## config.mk

```make
export PLATFORM = sky130hd
export DESIGN_NAME = scsp_top
export DESIGN_NICKNAME = d
export VERILOG_FILES = /design/src/verilog/scsp_pkg.sv /design/src/verilog/scsp_top.sv /design/src/verilog/scsp_rx.sv
export VERILOG_INCLUDE_DIRS = /design/src /design/src/verilog
export SDC_FILE = /design/constraint.sdc
export NUM_CORES = 1
export LEC_CHECK = 0
export BUFFER_PORTS_ARGS = -buffer_cell sky130_fd_sc_hd__buf_2
export CAP_MARGIN = 10
export CORE_ASPECT_RATIO = 0.9
export CORE_UTILIZATION = 40
export CTS_CLUSTER_SIZE = 14
export DETAILED_ROUTE_END_ITERATION = 8
export MAX_ROUTING_LAYER = met4
export PLACE_DENSITY = 0.66
export SKIP_CTS_REPAIR_TIMING = 1
export SYNTH_ARGS = -nofsm -noshare
export SYNTH_HDL_FRONTEND = slang
export SYNTH_HIERARCHICAL = 1
export SYNTH_SLANG_ARGS = --single-unit
export TNS_END_PERCENT = 5
```

## constraint.sdc

```tcl
create_clock -name clk_i -period 97.9 [get_ports clk_i]
set_clock_uncertainty 0.2 [all_clocks]
set_input_delay 9.79 -clock clk_i [delete_from_list [all_inputs] [get_ports clk_i]]
set_output_delay 9.79 -clock clk_i [all_outputs]
set_load 0.005 [all_outputs]
```

## src/verilog/scsp_params.svh

```systemverilog
/*
  Timing, encoding and switch-decode constants for the switch configured serial port.
  Assumes a 125 MHz system clock.
*/
`ifndef SCSP_PARAMS_SVH
`define SCSP_PARAMS_SVH

`define SCSP_CLK_HZ 125000000
`define SCSP_OVS 16
`define SCSP_DIV_W 16
// Baud switch codes {dip3,dip2,dip1}, 1 = ON
`define SCSP_BAUD_300 3'h3
`define SCSP_BAUD_600 3'h2
`define SCSP_BAUD_1200 3'h0
`define SCSP_BAUD_2400 3'h1
`define SCSP_BAUD_4800 3'h7
`define SCSP_BAUD_9600 3'h6
// Format switch codes {dip6,dip7,dip8}
`define SCSP_FMT_N81 3'h0
`define SCSP_FMT_E81 3'h1
`define SCSP_FMT_O81 3'h5
`define SCSP_FMT_N71 3'h4
// Flow characters
`define SCSP_XON 8'h11
`define SCSP_XOFF 8'h13
// Clock string length and bit tick positions
`define SCSP_CLK_CHARS 4'hB
`define SCSP_MID_TICK 4'h7
`define SCSP_LAST_TICK 4'hF
`endif

```

## src/verilog/scsp_pkg.sv

```systemverilog
/*
  Types for the switch configured serial port.
  Assumes scsp_params.svh constants.
*/
package scsp_pkg;
  typedef struct packed {
    logic parity_en;
    logic parity_odd;
    logic seven_bit;
  } scsp_fmt_t;
  typedef struct packed {
    logic [7:0] data;
    logic valid;
  } scsp_byte_t;
endpackage

```

## src/verilog/scsp_top.sv

```systemverilog
/*
  Switch configured serial port: baud divider, transmitter, flow control, clock-string sender.
  Assumes switch, jumper and line inputs are asynchronous; received bytes go to a command
  interpreter that raises read_clock_i; rtc_chars_i is the 11-character clock string.
*/
//
// Overview of operation
// - Jumper selects voltage-level or current-loop lines; one shared transceiver.
// - Three switches pick 300 to 9600 baud; host must match.
// - Format switches give none, even or odd parity; parity generated and checked.
// - Every frame has exactly one stop bit.
// - Data field is eight or seven bits; seven only without parity.
// - Flow switch off: RTS active while receive room; on: XON/XOFF sent.
// - Loop ready output follows the same readiness in current-loop mode.
// - DTR active while the printer is powered and operating.
// - Switch enables transmission started by holding the print key.
// - Receive on RXD or loop input; transmit on TXD or loop output.
// - Read-clock command sends the clock as eleven ASCII characters.
`timescale 1ns/10ps
`include "scsp_params.svh"
module scsp_top (
  // Clock and reset
  input wire logic clk_i,
  input wire logic rst_i,
  // Switches and jumper
  input wire logic [2:0] baud_sw_i,
  input wire logic [2:0] fmt_sw_i,
  input wire logic xon_xoff_sw_i,
  input wire logic key_tx_sw_i,
  input wire logic line_standard_jumper_i,
  // Lines
  input wire logic rxd_i,
  input wire logic loop_receive_i,
  output logic txd_o,
  output logic loop_transmit_positive_o,
  output logic rts_o,
  output logic loop_ready_o,
  output logic dtr_o,
  // Printer side
  input wire logic operating_i,
  input wire logic print_key_i,
  input wire logic rx_room_i,
  input wire logic read_clock_i,
  input wire logic [87:0] rtc_chars_i,
  input wire logic [7:0] key_data_i,
  output scsp_pkg::scsp_byte_t rx_o,
  output logic parity_err_o,
  output logic key_taken_o,
  output logic clock_busy_o
);
  function automatic logic [`SCSP_DIV_W-1:0] div_for(input logic [2:0] code);
    logic [31:0] bd;
    bd = 32'd1200;
    unique case (code)
      `SCSP_BAUD_300: bd = 32'd300;
      `SCSP_BAUD_600: bd = 32'd600;
      `SCSP_BAUD_2400: bd = 32'd2400;
      `SCSP_BAUD_4800: bd = 32'd4800;
      `SCSP_BAUD_9600: bd = 32'd9600;
      default: bd = 32'd1200;
    endcase
    div_for = `SCSP_DIV_W'(`SCSP_CLK_HZ / (bd * `SCSP_OVS) - 1);
  endfunction

  // Synchronisers
  logic [4:0] s1_ff;
  logic [4:0] s2_ff;
  logic [7:0] sw1_ff;
  logic [7:0] sw2_ff;
  always_ff @(posedge clk_i or posedge rst_i) begin
    if (rst_i) begin
      s1_ff <= 5'h18;
      s2_ff <= 5'h18;
      sw1_ff <= 8'h00;
      sw2_ff <= 8'h00;
    end else begin
      s1_ff <= {rxd_i, loop_receive_i, line_standard_jumper_i, print_key_i, operating_i};
      s2_ff <= s1_ff;
      sw1_ff <= {baud_sw_i, fmt_sw_i, xon_xoff_sw_i, key_tx_sw_i};
      sw2_ff <= sw1_ff;
    end
  end
  wire s_rxd = s2_ff[4];
  wire s_lrx = s2_ff[3];
  wire s_loop = s2_ff[2];
  wire s_key = s2_ff[1];
  wire s_oper = s2_ff[0];
  wire [2:0] s_baud = sw2_ff[7:5];
  wire [2:0] s_fmt = sw2_ff[4:2];
  wire s_xon = sw2_ff[1];
  wire s_keyen = sw2_ff[0];

  scsp_pkg::scsp_fmt_t fmt;
  assign fmt.parity_en = (s_fmt == `SCSP_FMT_E81) || (s_fmt == `SCSP_FMT_O81);
  assign fmt.parity_odd = (s_fmt == `SCSP_FMT_O81);
  assign fmt.seven_bit = (s_fmt == `SCSP_FMT_N71);

  // Baud tick divider
  logic [`SCSP_DIV_W-1:0] div_ff;
  logic tick_ff;
  wire [`SCSP_DIV_W-1:0] div_max = div_for(s_baud);
  always_ff @(posedge clk_i or posedge rst_i) begin
    if (rst_i) begin
      div_ff <= '0;
      tick_ff <= 1'h0;
    end else begin
      tick_ff <= (div_ff >= div_max);
      div_ff <= (div_ff >= div_max) ? '0 : div_ff + `SCSP_DIV_W'(1);
    end
  end

  wire rx_line = s_loop ? s_lrx : s_rxd;
  scsp_rx u_rx (
    .clk_i(clk_i),
    .rst_i(rst_i),
    .tick_i(tick_ff),
    .fmt_i(fmt),
    .rxd_i(rx_line),
    .rx_o(rx_o),
    .parity_err_o(parity_err_o)
  );

  // Transmitter and source selection
  typedef enum logic [1:0] {T_IDLE, T_SHIFT} scsp_tx_state_t;
  scsp_tx_state_t tst_ff;
  logic [10:0] tsh_ff;
  logic [3:0] tcnt_ff;
  logic [3:0] ttk_ff;
  logic [3:0] cidx_ff;
  logic room_ff;
  logic key_prev_ff;
  logic key_pend_ff;
  logic line_ff;
  wire ready = rx_room_i;
  wire need_x = s_xon && (ready != room_ff);
  wire [7:0] chr = rtc_chars_i[8'd87 - {cidx_ff, 3'h0} -: 8];
  wire [7:0] tx_byte = need_x ? (ready ? `SCSP_XON : `SCSP_XOFF) :
                       clock_busy_o ? chr : key_data_i;
  wire key_go = key_pend_ff && s_keyen;
  wire tx_go = (tst_ff == T_IDLE) && (need_x || clock_busy_o || key_go);
  wire tpar = (^tx_byte[6:0]) ^ (!fmt.seven_bit && tx_byte[7]) ^ fmt.parity_odd;
  // Frame LSB first: start, data, optional parity, one stop
  wire [10:0] frame = fmt.parity_en ? {1'h1, tpar, tx_byte, 1'h0} :
                      fmt.seven_bit ? {2'h3, 1'h1, tx_byte[6:0], 1'h0} : {2'h3, tx_byte, 1'h0};
  wire [3:0] tbits = 4'h9 + {3'h0, fmt.parity_en} - {3'h0, fmt.seven_bit};
  wire bit_end = tick_ff && (ttk_ff == `SCSP_LAST_TICK);
  always_ff @(posedge clk_i or posedge rst_i) begin
    if (rst_i) begin
      tst_ff <= T_IDLE;
      tsh_ff <= 11'h7FF;
      tcnt_ff <= 4'h0;
      ttk_ff <= 4'h0;
      cidx_ff <= 4'h0;
      room_ff <= 1'h1;
      clock_busy_o <= 1'h0;
      key_prev_ff <= 1'h0;
      key_pend_ff <= 1'h0;
      key_taken_o <= 1'h0;
      line_ff <= 1'h1;
    end else begin
      key_taken_o <= 1'h0;
      key_prev_ff <= s_key;
      if (!s_keyen) key_pend_ff <= 1'h0;
      else if (s_key && !key_prev_ff) key_pend_ff <= 1'h1;
      if (read_clock_i) clock_busy_o <= 1'h1;
      if (tick_ff) ttk_ff <= ttk_ff + 4'h1;
      unique case (tst_ff)
        T_IDLE: if (tx_go) begin
          tst_ff <= T_SHIFT;
          tsh_ff <= frame;
          tcnt_ff <= 4'h0;
          ttk_ff <= 4'h0;
          if (need_x) room_ff <= ready;
          else if (clock_busy_o) begin
            cidx_ff <= cidx_ff + 4'h1;
            if (cidx_ff + 4'h1 == `SCSP_CLK_CHARS) begin
              cidx_ff <= 4'h0;
              clock_busy_o <= read_clock_i;
            end
          end else begin
            key_pend_ff <= s_key && s_keyen;
            key_taken_o <= 1'h1;
          end
        end
        T_SHIFT: if (bit_end) begin
          tsh_ff <= {1'h1, tsh_ff[10:1]};
          tcnt_ff <= tcnt_ff + 4'h1;
          if (tcnt_ff == tbits) tst_ff <= T_IDLE;
        end
        default: tst_ff <= T_IDLE;
      endcase
      line_ff <= (tst_ff == T_SHIFT) ? tsh_ff[0] : 1'h1;
    end
  end
  // Line outputs, all registered
  always_ff @(posedge clk_i or posedge rst_i) begin
    if (rst_i) begin
      txd_o <= 1'h1;
      loop_transmit_positive_o <= 1'h1;
      rts_o <= 1'h0;
      loop_ready_o <= 1'h0;
      dtr_o <= 1'h0;
    end else begin
      txd_o <= s_loop ? 1'h1 : line_ff;
      loop_transmit_positive_o <= s_loop ? line_ff : 1'h1;
      rts_o <= !s_loop && (s_xon || ready);
      loop_ready_o <= s_loop && (s_xon || ready);
      dtr_o <= s_oper;
    end
  end
endmodule

```

## src/verilog/scsp_rx.sv

```systemverilog
/*
  Serial receiver with 16x oversampling.
  Assumes rxd_i is already synchronised and tick_i is the 16x enable.
*/
`timescale 1ns/10ps
`include "scsp_params.svh"
module scsp_rx (
  // Clock and reset
  input wire logic clk_i,
  input wire logic rst_i,
  // Control
  input wire logic tick_i,
  input wire scsp_pkg::scsp_fmt_t fmt_i,
  input wire logic rxd_i,
  // Result
  output scsp_pkg::scsp_byte_t rx_o,
  output logic parity_err_o
);
  typedef enum logic [1:0] {IDLE, START, BITS, STOP} scsp_rx_state_t;
  scsp_rx_state_t st_ff;
  logic [3:0] tk_ff;
  logic [3:0] bit_ff;
  logic [8:0] sh_ff;
  logic prev_ff;
  wire [3:0] nbits = 4'h7 + {3'h0, ~fmt_i.seven_bit} + {3'h0, fmt_i.parity_en};
  wire mid = tick_i && (tk_ff == `SCSP_MID_TICK);
  wire [7:0] dat = fmt_i.parity_en ? sh_ff[7:0] : (fmt_i.seven_bit ? {1'h0, sh_ff[8:2]} : sh_ff[8:1]);
  wire par_bad = fmt_i.parity_en && ((^sh_ff) ^ fmt_i.parity_odd);
  always_ff @(posedge clk_i or posedge rst_i) begin
    if (rst_i) begin
      st_ff <= IDLE;
      tk_ff <= 4'h0;
      bit_ff <= 4'h0;
      sh_ff <= 9'h000;
      prev_ff <= 1'h1;
      rx_o <= '0;
      parity_err_o <= 1'h0;
    end else begin
      rx_o.valid <= 1'h0;
      parity_err_o <= 1'h0;
      prev_ff <= rxd_i;
      if (tick_i) tk_ff <= tk_ff + 4'h1;
      unique case (st_ff)
        IDLE: if (prev_ff && !rxd_i) begin
          st_ff <= START;
          tk_ff <= 4'h0;
        end
        START: if (mid) st_ff <= rxd_i ? IDLE : BITS;
        BITS: if (mid) begin
          sh_ff <= {rxd_i, sh_ff[8:1]};
          bit_ff <= bit_ff + 4'h1;
          if (bit_ff + 4'h1 == nbits) st_ff <= STOP;
        end
        STOP: if (mid) begin
          st_ff <= IDLE;
          bit_ff <= 4'h0;
          if (rxd_i) begin
            rx_o.data <= dat;
            rx_o.valid <= !par_bad;
            parity_err_o <= par_bad;
          end
        end
      endcase
    end
  end
endmodule

```

== Word level (Yosys, flattened, before mapping) ==
Cells that the tools add are included.

* Logic and storage cells: 173
* Register bits: 109
* Input bits: 113
* Output and inout bits: 17

* Divide/modulo/power cells: 1
* $lt $le $gt $ge: 1
* Muxes and demuxes: 62
* Reductions and logical operators: 35
* Bitwise logic cells: 5
* Equal/unequal tests: 26
* Shift-type cells: 1
* Add/sub/neg operators: 12

{| class="wikitable"
|+ Operators with widths
! kind !! count
|-
| $shiftx A95 B9 Y8 || 1
|-
| $pmux W14 S5 || 1
|-
| $mux W4 || 11
|-
| $div A27 B32 Y32 const A || 1
|-
| $mux W8 || 4
|-
| $mux W1 || 26
|-
| $mux W11 || 2
|-
| $pmux W11 S2 || 1
|-
| $add A4 B1 Y4 const B || 5
|-
| $mux W2 || 10
|-
| $add A16 B1 Y16 const B || 1
|-
| $ge A16 B16 Y1 || 1
|-
| $mux W16 || 1
|-
| $pmux W4 S2 || 2
|-
| $sub A16 B1 Y16 const B || 1
|-
| $reduce_and A3 Y1 || 5
|-
| $eq A3 B3 Y1 const B || 4
|-
| $logic_and A1 B1 Y1 || 12
|-
| $mux W10 || 1
|-
| $ne A2 B1 Y1 const B || 5
|-
| $mux W9 || 1
|-
| $reduce_xor A9 Y1 || 1
|-
| $eq A4 B4 Y1 || 2
|-
| $eq A4 B4 Y1 const B || 2
|-
| 24 further kinds || 42
|}

== Longest topological paths before layout ==
Gate-level depths: netlist of the first run.

* Word-level depth: 10
* Mapped depth: 216
* Mapped depth without buffers: 200

== Modules after synthesis ==
Netlist of the first run, hierarchy kept.

{| class="wikitable"
|+ By module, submodules not included
! module !! sequential area each (sq um) !! cells each !! times used !! area each (sq um)
|-
| scsp_top || 1949.4 || 2054 || 1 || 15102.0
|-
| scsp_rx || 752.0 || 139 || 1 || 1492.7
|}

== Worst setup path after synthesis of the first run ==
OpenSTA, ideal clock, no wires.

* Path kind: register to register
* From: reg sw2_ff[5]
* To: reg div_ff[10]
* Arrival: 37.776 ns
* Cell stages (with the launch flop): 207
* Path slack: 59.852 ns
* Period minus slack after synthesis: 38.048 ns
* Library setup time: 0.072 ns
* Data required time: 97.628 ns
* Buffers on the path: 16
* Path through: dfrtp_1 buf_2 clkbuf_1 clkbuf_1 o21ai_0 inv_1 ha_1 and4_1 a211o_1 a21oi_1 nor4_1 ha_1 inv_1 o311ai_1 a21oi_1 o21a_1 inv_2 mux2_2 [... 171 more ...] nor2b_1 o21ai_0 nand2b_1 a21oi_1 nor2b_1 o21ai_0 nand2b_1 a21oi_1 nor2b_1 o21ai_0 nand2b_1 a21oi_1 nor2b_1 o21ai_0 nand2b_1 clkbuf_1 clkbuf_1 nor2_1

* Longest elaborated chain between the ends: 6
* Elaborated cells between the ends (all ways): 10
* Those cells by class: add/sub (1); div (1); order compare (1); eq/ne (5); mux (2)

{| class="wikitable"
|+ Ends and longest elaborated chain
! item !! line !! RTL
|-
| from (decl) || scsp_top.sv:69 || <nowiki>logic [7:0] sw2_ff;</nowiki>
|-
| from (signal assigned) || scsp_top.sv:80 || <nowiki>sw2_ff <= sw1_ff;</nowiki>
|-
| $eq A3 B3 Y1 (tied with other cells) || scsp_top.sv:54 || <nowiki>unique case (code)</nowiki>
|-
| $pmux W14 S5 * || scsp_top.sv:54 ||
|-
| $div A27 B32 Y32 (no source line) * || - ||
|-
| $sub A16 B1 Y16 (no source line) * || - ||
|-
| $ge A16 B16 Y1 * || scsp_top.sv:108 || <nowiki>div_ff <= (div_ff >= div_max) ? '0 : div_ff + `SCSP_DIV_W'(1);</nowiki>
|-
| $mux W16 * || scsp_top.sv:108 ||
|-
| to (signal assigned) || scsp_top.sv:108 ||
|-
| to (decl) || scsp_top.sv:99 || <nowiki>logic [`SCSP_DIV_W-1:0] div_ff;</nowiki>
|}

Mark *: on every way between the ends. The rest lies on a longest branch, timed or not.
A chain may end at the register's enable or synchronous reset.

== Worst setup path in the final report of the first run ==
* From: reg sw2_ff[6]
* To: reg div_ff[13]

The elaborated chain is that of the path after synthesis.

==> flow_metrics.tcl, run 1 <==
set metrics [dict create \
    timing_worst_setup_path_type "register to register" \
    area_enclosed_by_the_die_boundary_sq_mm 0.0423 \
    hpwl_um 43500 \
    cap_viol_max_count 0 \
    synth.yosys.warnings 6 \
    critPathTopFamily "compound AO/OA/AOI/OAI gates" \
    worstSetupStartpointType "register" \
    cell_count_after_synthesis 2193 \
    synth_largest_type_area_fraction 0.133 \
    period_share 0.454 \
    setup_slack_ps 53490 \
    timing.critical_path.required_ps 97980 \
    final-setup-viol-count 0 \
    global_route_wire_length_before_repair_um 89600 \
    register_area_share_after_synthesis 0.163 \
    first_global_vias 16300 \
    synth_flop_cell "dfrtp_1" \
    rsz0062_at_grt "no" \
    cp_max_fo 38 \
    initial_core_util 0.407 \
    min_period_ps 44410 \
    ports_placed_on_the_boundary 130 \
    fraction_of_registers_with_async_set_or_reset_after_synthesis 1.00 \
    finalNetCount 2539 \
    achievable-frequency_mhz 22.5 \
    place_ws_ps 54550 \
    post_route_cells_drive_above_1_share 0.144 \
    route.antenna.remaining_nets 0 \
    synth_enable_flop_cells 0 \
    dr_wl_cell_um 20.0 \
    fp.coreArea_sq_mm 0.0407 \
    critPathCaptureType "register" \
    clk_transition_reported_paths_ps 80 \
    cts_sinks 107 \
    drt_iter0_markers 1846 \
    routed-via-count 17500 \
    tritoncts.num_buffers 9 \
    worstPathBufferInverterCount 11 \
    tritoncts "built" \
    grt_max_degree 78 \
    avgViaCountPerCell 6.20 \
    num_antenna_cells 0 \
    crit_path_top_delay_cell "o21ai_0" \
    hold_class "register to register" \
    place.port_buffers 129 \
    gp_congestion 0.975 \
    hold_violations 0 \
    run_status "finished, final reports clean" \
    num_rows 70 \
    remaining_max_slew_budget_at_the_tightest_pin 0.137 \
    die_y_um 195 \
    drv_slew 0 \
    globalRouteOverflowTotal 0 \
    layout_overhead_on_the_synthesized_area_pct 9.01 \
    firstDrtPassIters 6 \
    mappedNetlistArea_sq_mm 0.0166 \
    synth_area_leader_cell "dfrtp_1" \
    insertion_delay_ps 360 \
    routed_wl_um 56300 \
    ys_top_cells_by_area "dfrtp_1 13%, ha_1 11%, a21oi_1 5.7%" \
    post_synth.cell_area_avg_sq_um 7.57 \
    synth_unique_cells 122 \
    totalNegativeSetupSlack_ps 0 \
    global_route.usage.total 0.270 \
    cts_htree_levels 3 \
    critical-path-top-cell-by-count "ha_1" \
    worst-slew-pin-transition_ps 1280 \
    worst_path_largest_cell_delay_ps 1050 \
    drc 0 \
    cts-root-to-sink-buffers 2 \
    timing.reg2reg.setup_slack_ps 53490 \
    fp.dieW_um 217 \
    clock_tree_root "clkbuf_16" \
    yosys_register_bits 107 \
    antenna_found_initial 0 \
    worst_ep_arrival_time_ps 44500 \
]
==> stage by stage <==
| step | util | hold slack [ps] | instance area (sq um) | std cells |
|---|---|---|---|---|
| after floorplan | - | 131 | 16600 | 2196 |
| after global placement | 0.436 | 133 | 17700 | 2801 |
| after detailed placement | 0.436 | 135 | 17700 | 2802 |
| after CTS | 0.444 | 151 | 18100 | 2818 |
| after global routing | 0.444 | 156 | 18100 | 2819 |
| final | 0.444 | 142 | 18100 | 2819 |
==> path summary, 6_finish.rpt <==
path | startpoint | endpoint | cells past startpoint
min in group asynchronous | rst_i | u_rx/st_ff[0]$_DFFE_PP0P_ | 2
max in group asynchronous | rst_i | loop_ready_o$_DFF_PP0_ | 3
max | sw2_ff[6]$_DFF_PP0_ | div_ff[13]$_DFF_PP0_ | 196
max reg2reg | sw2_ff[6]$_DFF_PP0_ | div_ff[13]$_DFF_PP0_ | 196
min | sw1_ff[2]$_DFF_PP0_ | sw2_ff[2]$_DFF_PP0_ | 0
min reg2reg | sw1_ff[2]$_DFF_PP0_ | sw2_ff[2]$_DFF_PP0_ | 0
==> cells by family after synthesis <==
family,count (synthesis),share of synthesized area
XOR/XNOR,134,0.0720
adder cells (fa/ha/maj),152,0.115
AND/OR/NAND/NOR,819,0.246
flip-flops,107,0.163
buffers and inverters,164,0.0400
AO/OA/AOI/OAI,709,0.284
multiplexers,107,0.0801
other,1,0.000226
==> Yosys cell counts, types with 16 or more instances <==
master	instances
dfrtp_1	88
nand4_1	21
a21o_1	55
mux2_2	32
and3_1	26
buf_2	16
a211oi_1	26
nor3_1	44
and2_1	20
xnor2_1	79
xor2_1	53
nor2_1	223
or2_2	18
clkbuf_1	57
nor2b_1	40
inv_1	62
mux4_2	16
a211o_1	16
nand2_1	222
a31oi_1	40
a21oi_1	190
mux2i_1	51
nand2b_1	36
ha_1	152
o21a_1	20
o21ai_0	167
nand3_1	73
dfstp_2	19
==> sequential cells by signal (all words and copies together), names as in the netlist, 4 cells and up, named ones only <==
register / flops
s2_ff: 5
u_rx/tk_ff: 4
u_rx/bit_ff: 4
tsh_ff: 10
cidx_ff: 4
u_rx/rx_o: 9
sw1_ff: 8
u_rx/sh_ff: 9
tcnt_ff: 4
sw2_ff: 8
ttk_ff: 4
s1_ff: 5
div_ff: 16
==> routing by layer <==
layer / wire (um) / global-route usage / vias up
met5: 0 / - / -
met3: 4930 / 0.0439 / 128
met1: 25800 / 0.374 / 8239
met4: 1830 / 0.0876 / 0
li1: - / - / 8311
met2: 23800 / 0.396 / 790
==> area by class of cell <==
cell class	count	area [sq um]
Sequential cell	107	2700
Clock inverter	7	88.8
Tap cell	540	676
Multi-Input combinational cell	1925	13200
Inverter	74	280
Fill cell	4121	22600
Timing Repair Buffer	157	872
Clock buffer	9	225
==> cell usage in the layout (no fill, tap or decap), drive strengths merged, types with 10 or more instances in the layout <==
| cell type | count |
|---|---|
| nor2 | 228 |
| nand2 | 223 |
| a21oi | 195 |
| o21ai | 176 |
| buf | 157 |
| ha | 152 |
| dfrtp | 88 |
| xnor2 | 80 |
| nand3 | 75 |
| inv | 73 |
| a21o | 55 |
| xor2 | 53 |
| mux2i | 51 |
| nor3 | 47 |
| a31oi | 43 |
| nor2b | 40 |
| mux2 | 40 |
| nand2b | 37 |
| a211oi | 29 |
| and3 | 27 |
| and2 | 22 |
| nand4 | 21 |
| o21a | 20 |
| or2 | 20 |
| dfstp | 19 |
| nor4 | 17 |
| a211o | 16 |
| mux4 | 16 |
| or3 | 16 |
| o31ai | 15 |
| o211ai | 15 |
| and4 | 10 |
Power of run 1 is not shown: default switching activity piles up to over one toggle a cycle in this logic, so the estimate is an artifact.
==> run 2, diff against run 1 <==
- ABC_AREA: not set -> 1
- PLACE_DENSITY: 0.66 -> 0.68
- clock period: 97.9 -> 40.4 ns (I/O delays scaled with it)
==> run 2 against run 1 <==
  * Worst hold slack improved by 10 ps
  * Area after synthesis increased by 1.7%
  * Sequential cell count is the same
  * Final cell count rose by 18%
  * Routed wire length rose by 4.3%
  * Highest routed layer unchanged
  * Global-route usage increased by 1.3 points
  * First-iteration DRC count is 3.3% lower
  * Sequential share of layout area shrank 0.070 points
  * Register-to-register slack got worse by 46000 ps
  * Critical path depth fell by 14
  * Count of clock-buffer cells in the layout stayed put
  * Core utilization decreased by 0.79 points
==> flow_metrics.tcl, run 2 <==
set metrics [dict create \
    fraction_of_registers_with_async_set_or_reset_after_synthesis 1.00 \
    route.antenna.remaining_nets 0 \
    synth_area_leader_cell "nand2_1" \
    cts_htree_levels 3 \
    routed_wl_um 58700 \
    die_y_um 197 \
    final-setup-viol-count 0 \
    registers_with_the_highest_flip_flop_counts "div_ff: 16 flops, tsh_ff: 10 flops" \
    worstPathBufferInverterCount 22 \
    setup.worst_path.start "sw2_ff[6]$_DFF_PP0_" \
    synth_top_cells_by_count "695 x nand2_1, 328 x inv_1, 244 x nor2_1" \
    min_period_ps 32930 \
    synth_largest_type_area_fraction 0.155 \
    achievable-frequency_mhz 30.4 \
    fp.dieW_um 219 \
    setup_slack_ps 7470 \
    routed-via-count 18400 \
    largest_register_ffs 16 \
    cp_max_fo 20 \
    synth_unique_cells 76 \
    regToRegEndpoint "div_ff[8]$_DFF_PP0_" \
    worstSetupStartpointType "register" \
    layout_commonest_cell "nand2_1" \
    globalRouteOverflowTotal 0 \
    layout.core_utilization 0.436 \
    timing.hold.ws_ps 153 \
    layout_common_cells "695 x nand2_1, 327 x inv_1, 242 x nor2_1" \
    gp_congestion 1.04 \
    synth_flop_cell "dfrtp_1" \
    num_antenna_cells 0 \
    run_status "finished, final reports clean" \
    worst_path_largest_cell_delay_ps 730 \
    rr_startpoint "sw2_ff[6]$_DFF_PP0_" \
    tritoncts "built" \
    critPathTopFamily "compound AO/OA/AOI/OAI gates" \
    critPathCaptureType "register" \
    r2r.worst_path.cells 182 \
    avgViaCountPerCell 5.54 \
    synth.yosys.warnings 6 \
    period_share 0.815 \
    post_route_cells_drive_above_1_share 0.144 \
    rsz0062_at_grt "no" \
    fill_cells 4436 \
    ports_placed_on_the_boundary 130 \
    routed-wl-met3_um 4420 \
    layout_overhead_on_the_synthesized_area_pct 7.67 \
    registers.top_by_ff_count "div_ff" \
    yosys_register_bits 107 \
    clock_tree_root "clkbuf_16" \
    drv_slew 0 \
    cts-root-to-sink-buffers 2 \
    fp.coreArea_sq_mm 0.0417 \
    firstDrtPassIters 6 \
    insertion_delay_ps 360 \
    worst_ep_arrival_time_ps 32980 \
    grt_max_degree 78 \
    dr_wl_cell_um 17.7 \
    crit_end "div_ff[8]$_DFF_PP0_" \
    hold_violations 0 \
    synth_enable_flop_cells 0 \
    drt_iter0_markers 1786 \
    clk_transition_reported_paths_ps 90 \
    hold_class "register to register" \
    initial_core_util 0.405 \
    drc 0 \
    top_routing_layer_in_use "met4" \
    detailroute.wirelength.met2_um 26100 \
    first_global_vias 17600 \
    tritoncts.num_buffers 9 \
    timing.critical_path.required_ps 40450 \
    finalNetCount 3033 \
    num_rows 71 \
    cts_sinks 107 \
    mappedNetlistArea_sq_mm 0.0169 \
    register_area_share_after_synthesis 0.160 \
    totalNegativeSetupSlack_ps 0 \
    cap_viol_max_count 0 \
    place.port_buffers 129 \
    place_ws_ps 8290 \
    crit_path_top_delay_cell "nor2_1" \
    remaining_max_slew_budget_at_the_tightest_pin 0.357 \
    timing.critical_path.depth 182 \
    critical-path-top-cell-by-count "ha_1" \
    hpwl_um 46000 \
    global_route.usage.total 0.283 \
    route.layer.met1.wl_um 27200 \
    timing.reg2reg.setup_slack_ps 7470 \
    worst-slew-pin-transition_ps 964 \
    global_route_wire_length_before_repair_um 94200 \
    post_synth.cell_area_avg_sq_um 6.32 \
    timing_worst_setup_path_type "register to register" \
    yosysMostFrequentCell "nand2_1" \
    cell_count_after_synthesis 2669 \
    antenna_found_initial 0 \
    area_enclosed_by_the_die_boundary_sq_mm 0.0430 \
    ys_top_cells_by_area "nand2_1 15%, dfrtp_1 13%, ha_1 11%" \
]
## run 2: layout make-up
type	count	area [sq um]	area share
clock buffer	9	225	0.0124
timing repair buffer	152	818	0.0450
clock inverter	7	92.6	0.00509
multi-input combinational	2141	12300	0.677
tap	547	684	0.0377
sequential	107	2700	0.149
inverter	357	1360	0.0746
## run 2: metrics by stage
| stage | instance area [sq um] | std cells |
|---|---|---|
| after floorplan | 16900 | 2672 |
| after global placement | 17900 | 3304 |
| after detailed placement | 17900 | 3304 |
| after CTS | 18200 | 3320 |
| after global routing | 18200 | 3320 |
| final | 18200 | 3320 |
## run 2: how the worst min path moves through the flow
stage                        startpoint                  end  cells past startpoint
finish              sw1_ff[0]$_DFF_PP0_  sw2_ff[0]$_DFF_PP0_                      0
global route         s1_ff[3]$_DFF_PP1_   s2_ff[3]$_DFF_PP1_                      0
CTS                 sw1_ff[0]$_DFF_PP0_  sw2_ff[0]$_DFF_PP0_                      0
detailed placement  sw1_ff[0]$_DFF_PP0_  sw2_ff[0]$_DFF_PP0_                      0
global placement     s1_ff[2]$_DFF_PP0_   s2_ff[2]$_DFF_PP0_                      0
floorplan            s2_ff[0]$_DFF_PP0_      dtr_o$_DFF_PP0_                      0
## run 2: cells by family after synthesis
| kind of cell | after synthesis | share of synthesized area |
|---|---|---|
| DFF | 107 | 0.160 |
| xor gates and xnor gates | 101 | 0.0535 |
| buffers and inverters | 424 | 0.113 |
| and+or+nand+nor | 1410 | 0.394 |
| muxes | 1 | 0.000593 |
| AOI/OAI and AO/OA | 473 | 0.166 |
| other | 1 | 0.000222 |
| adders and majority gates | 152 | 0.113 |
## run 2: layer usage
metal | track usage | up-vias
met2 | 0.446 | 718
met3 | 0.0332 | 85
met4 | 0.0601 | 0
li1 | - | 9026
met5 | - | -
met1 | 0.386 | 8575
Power of run 2 is left out for the same reason.
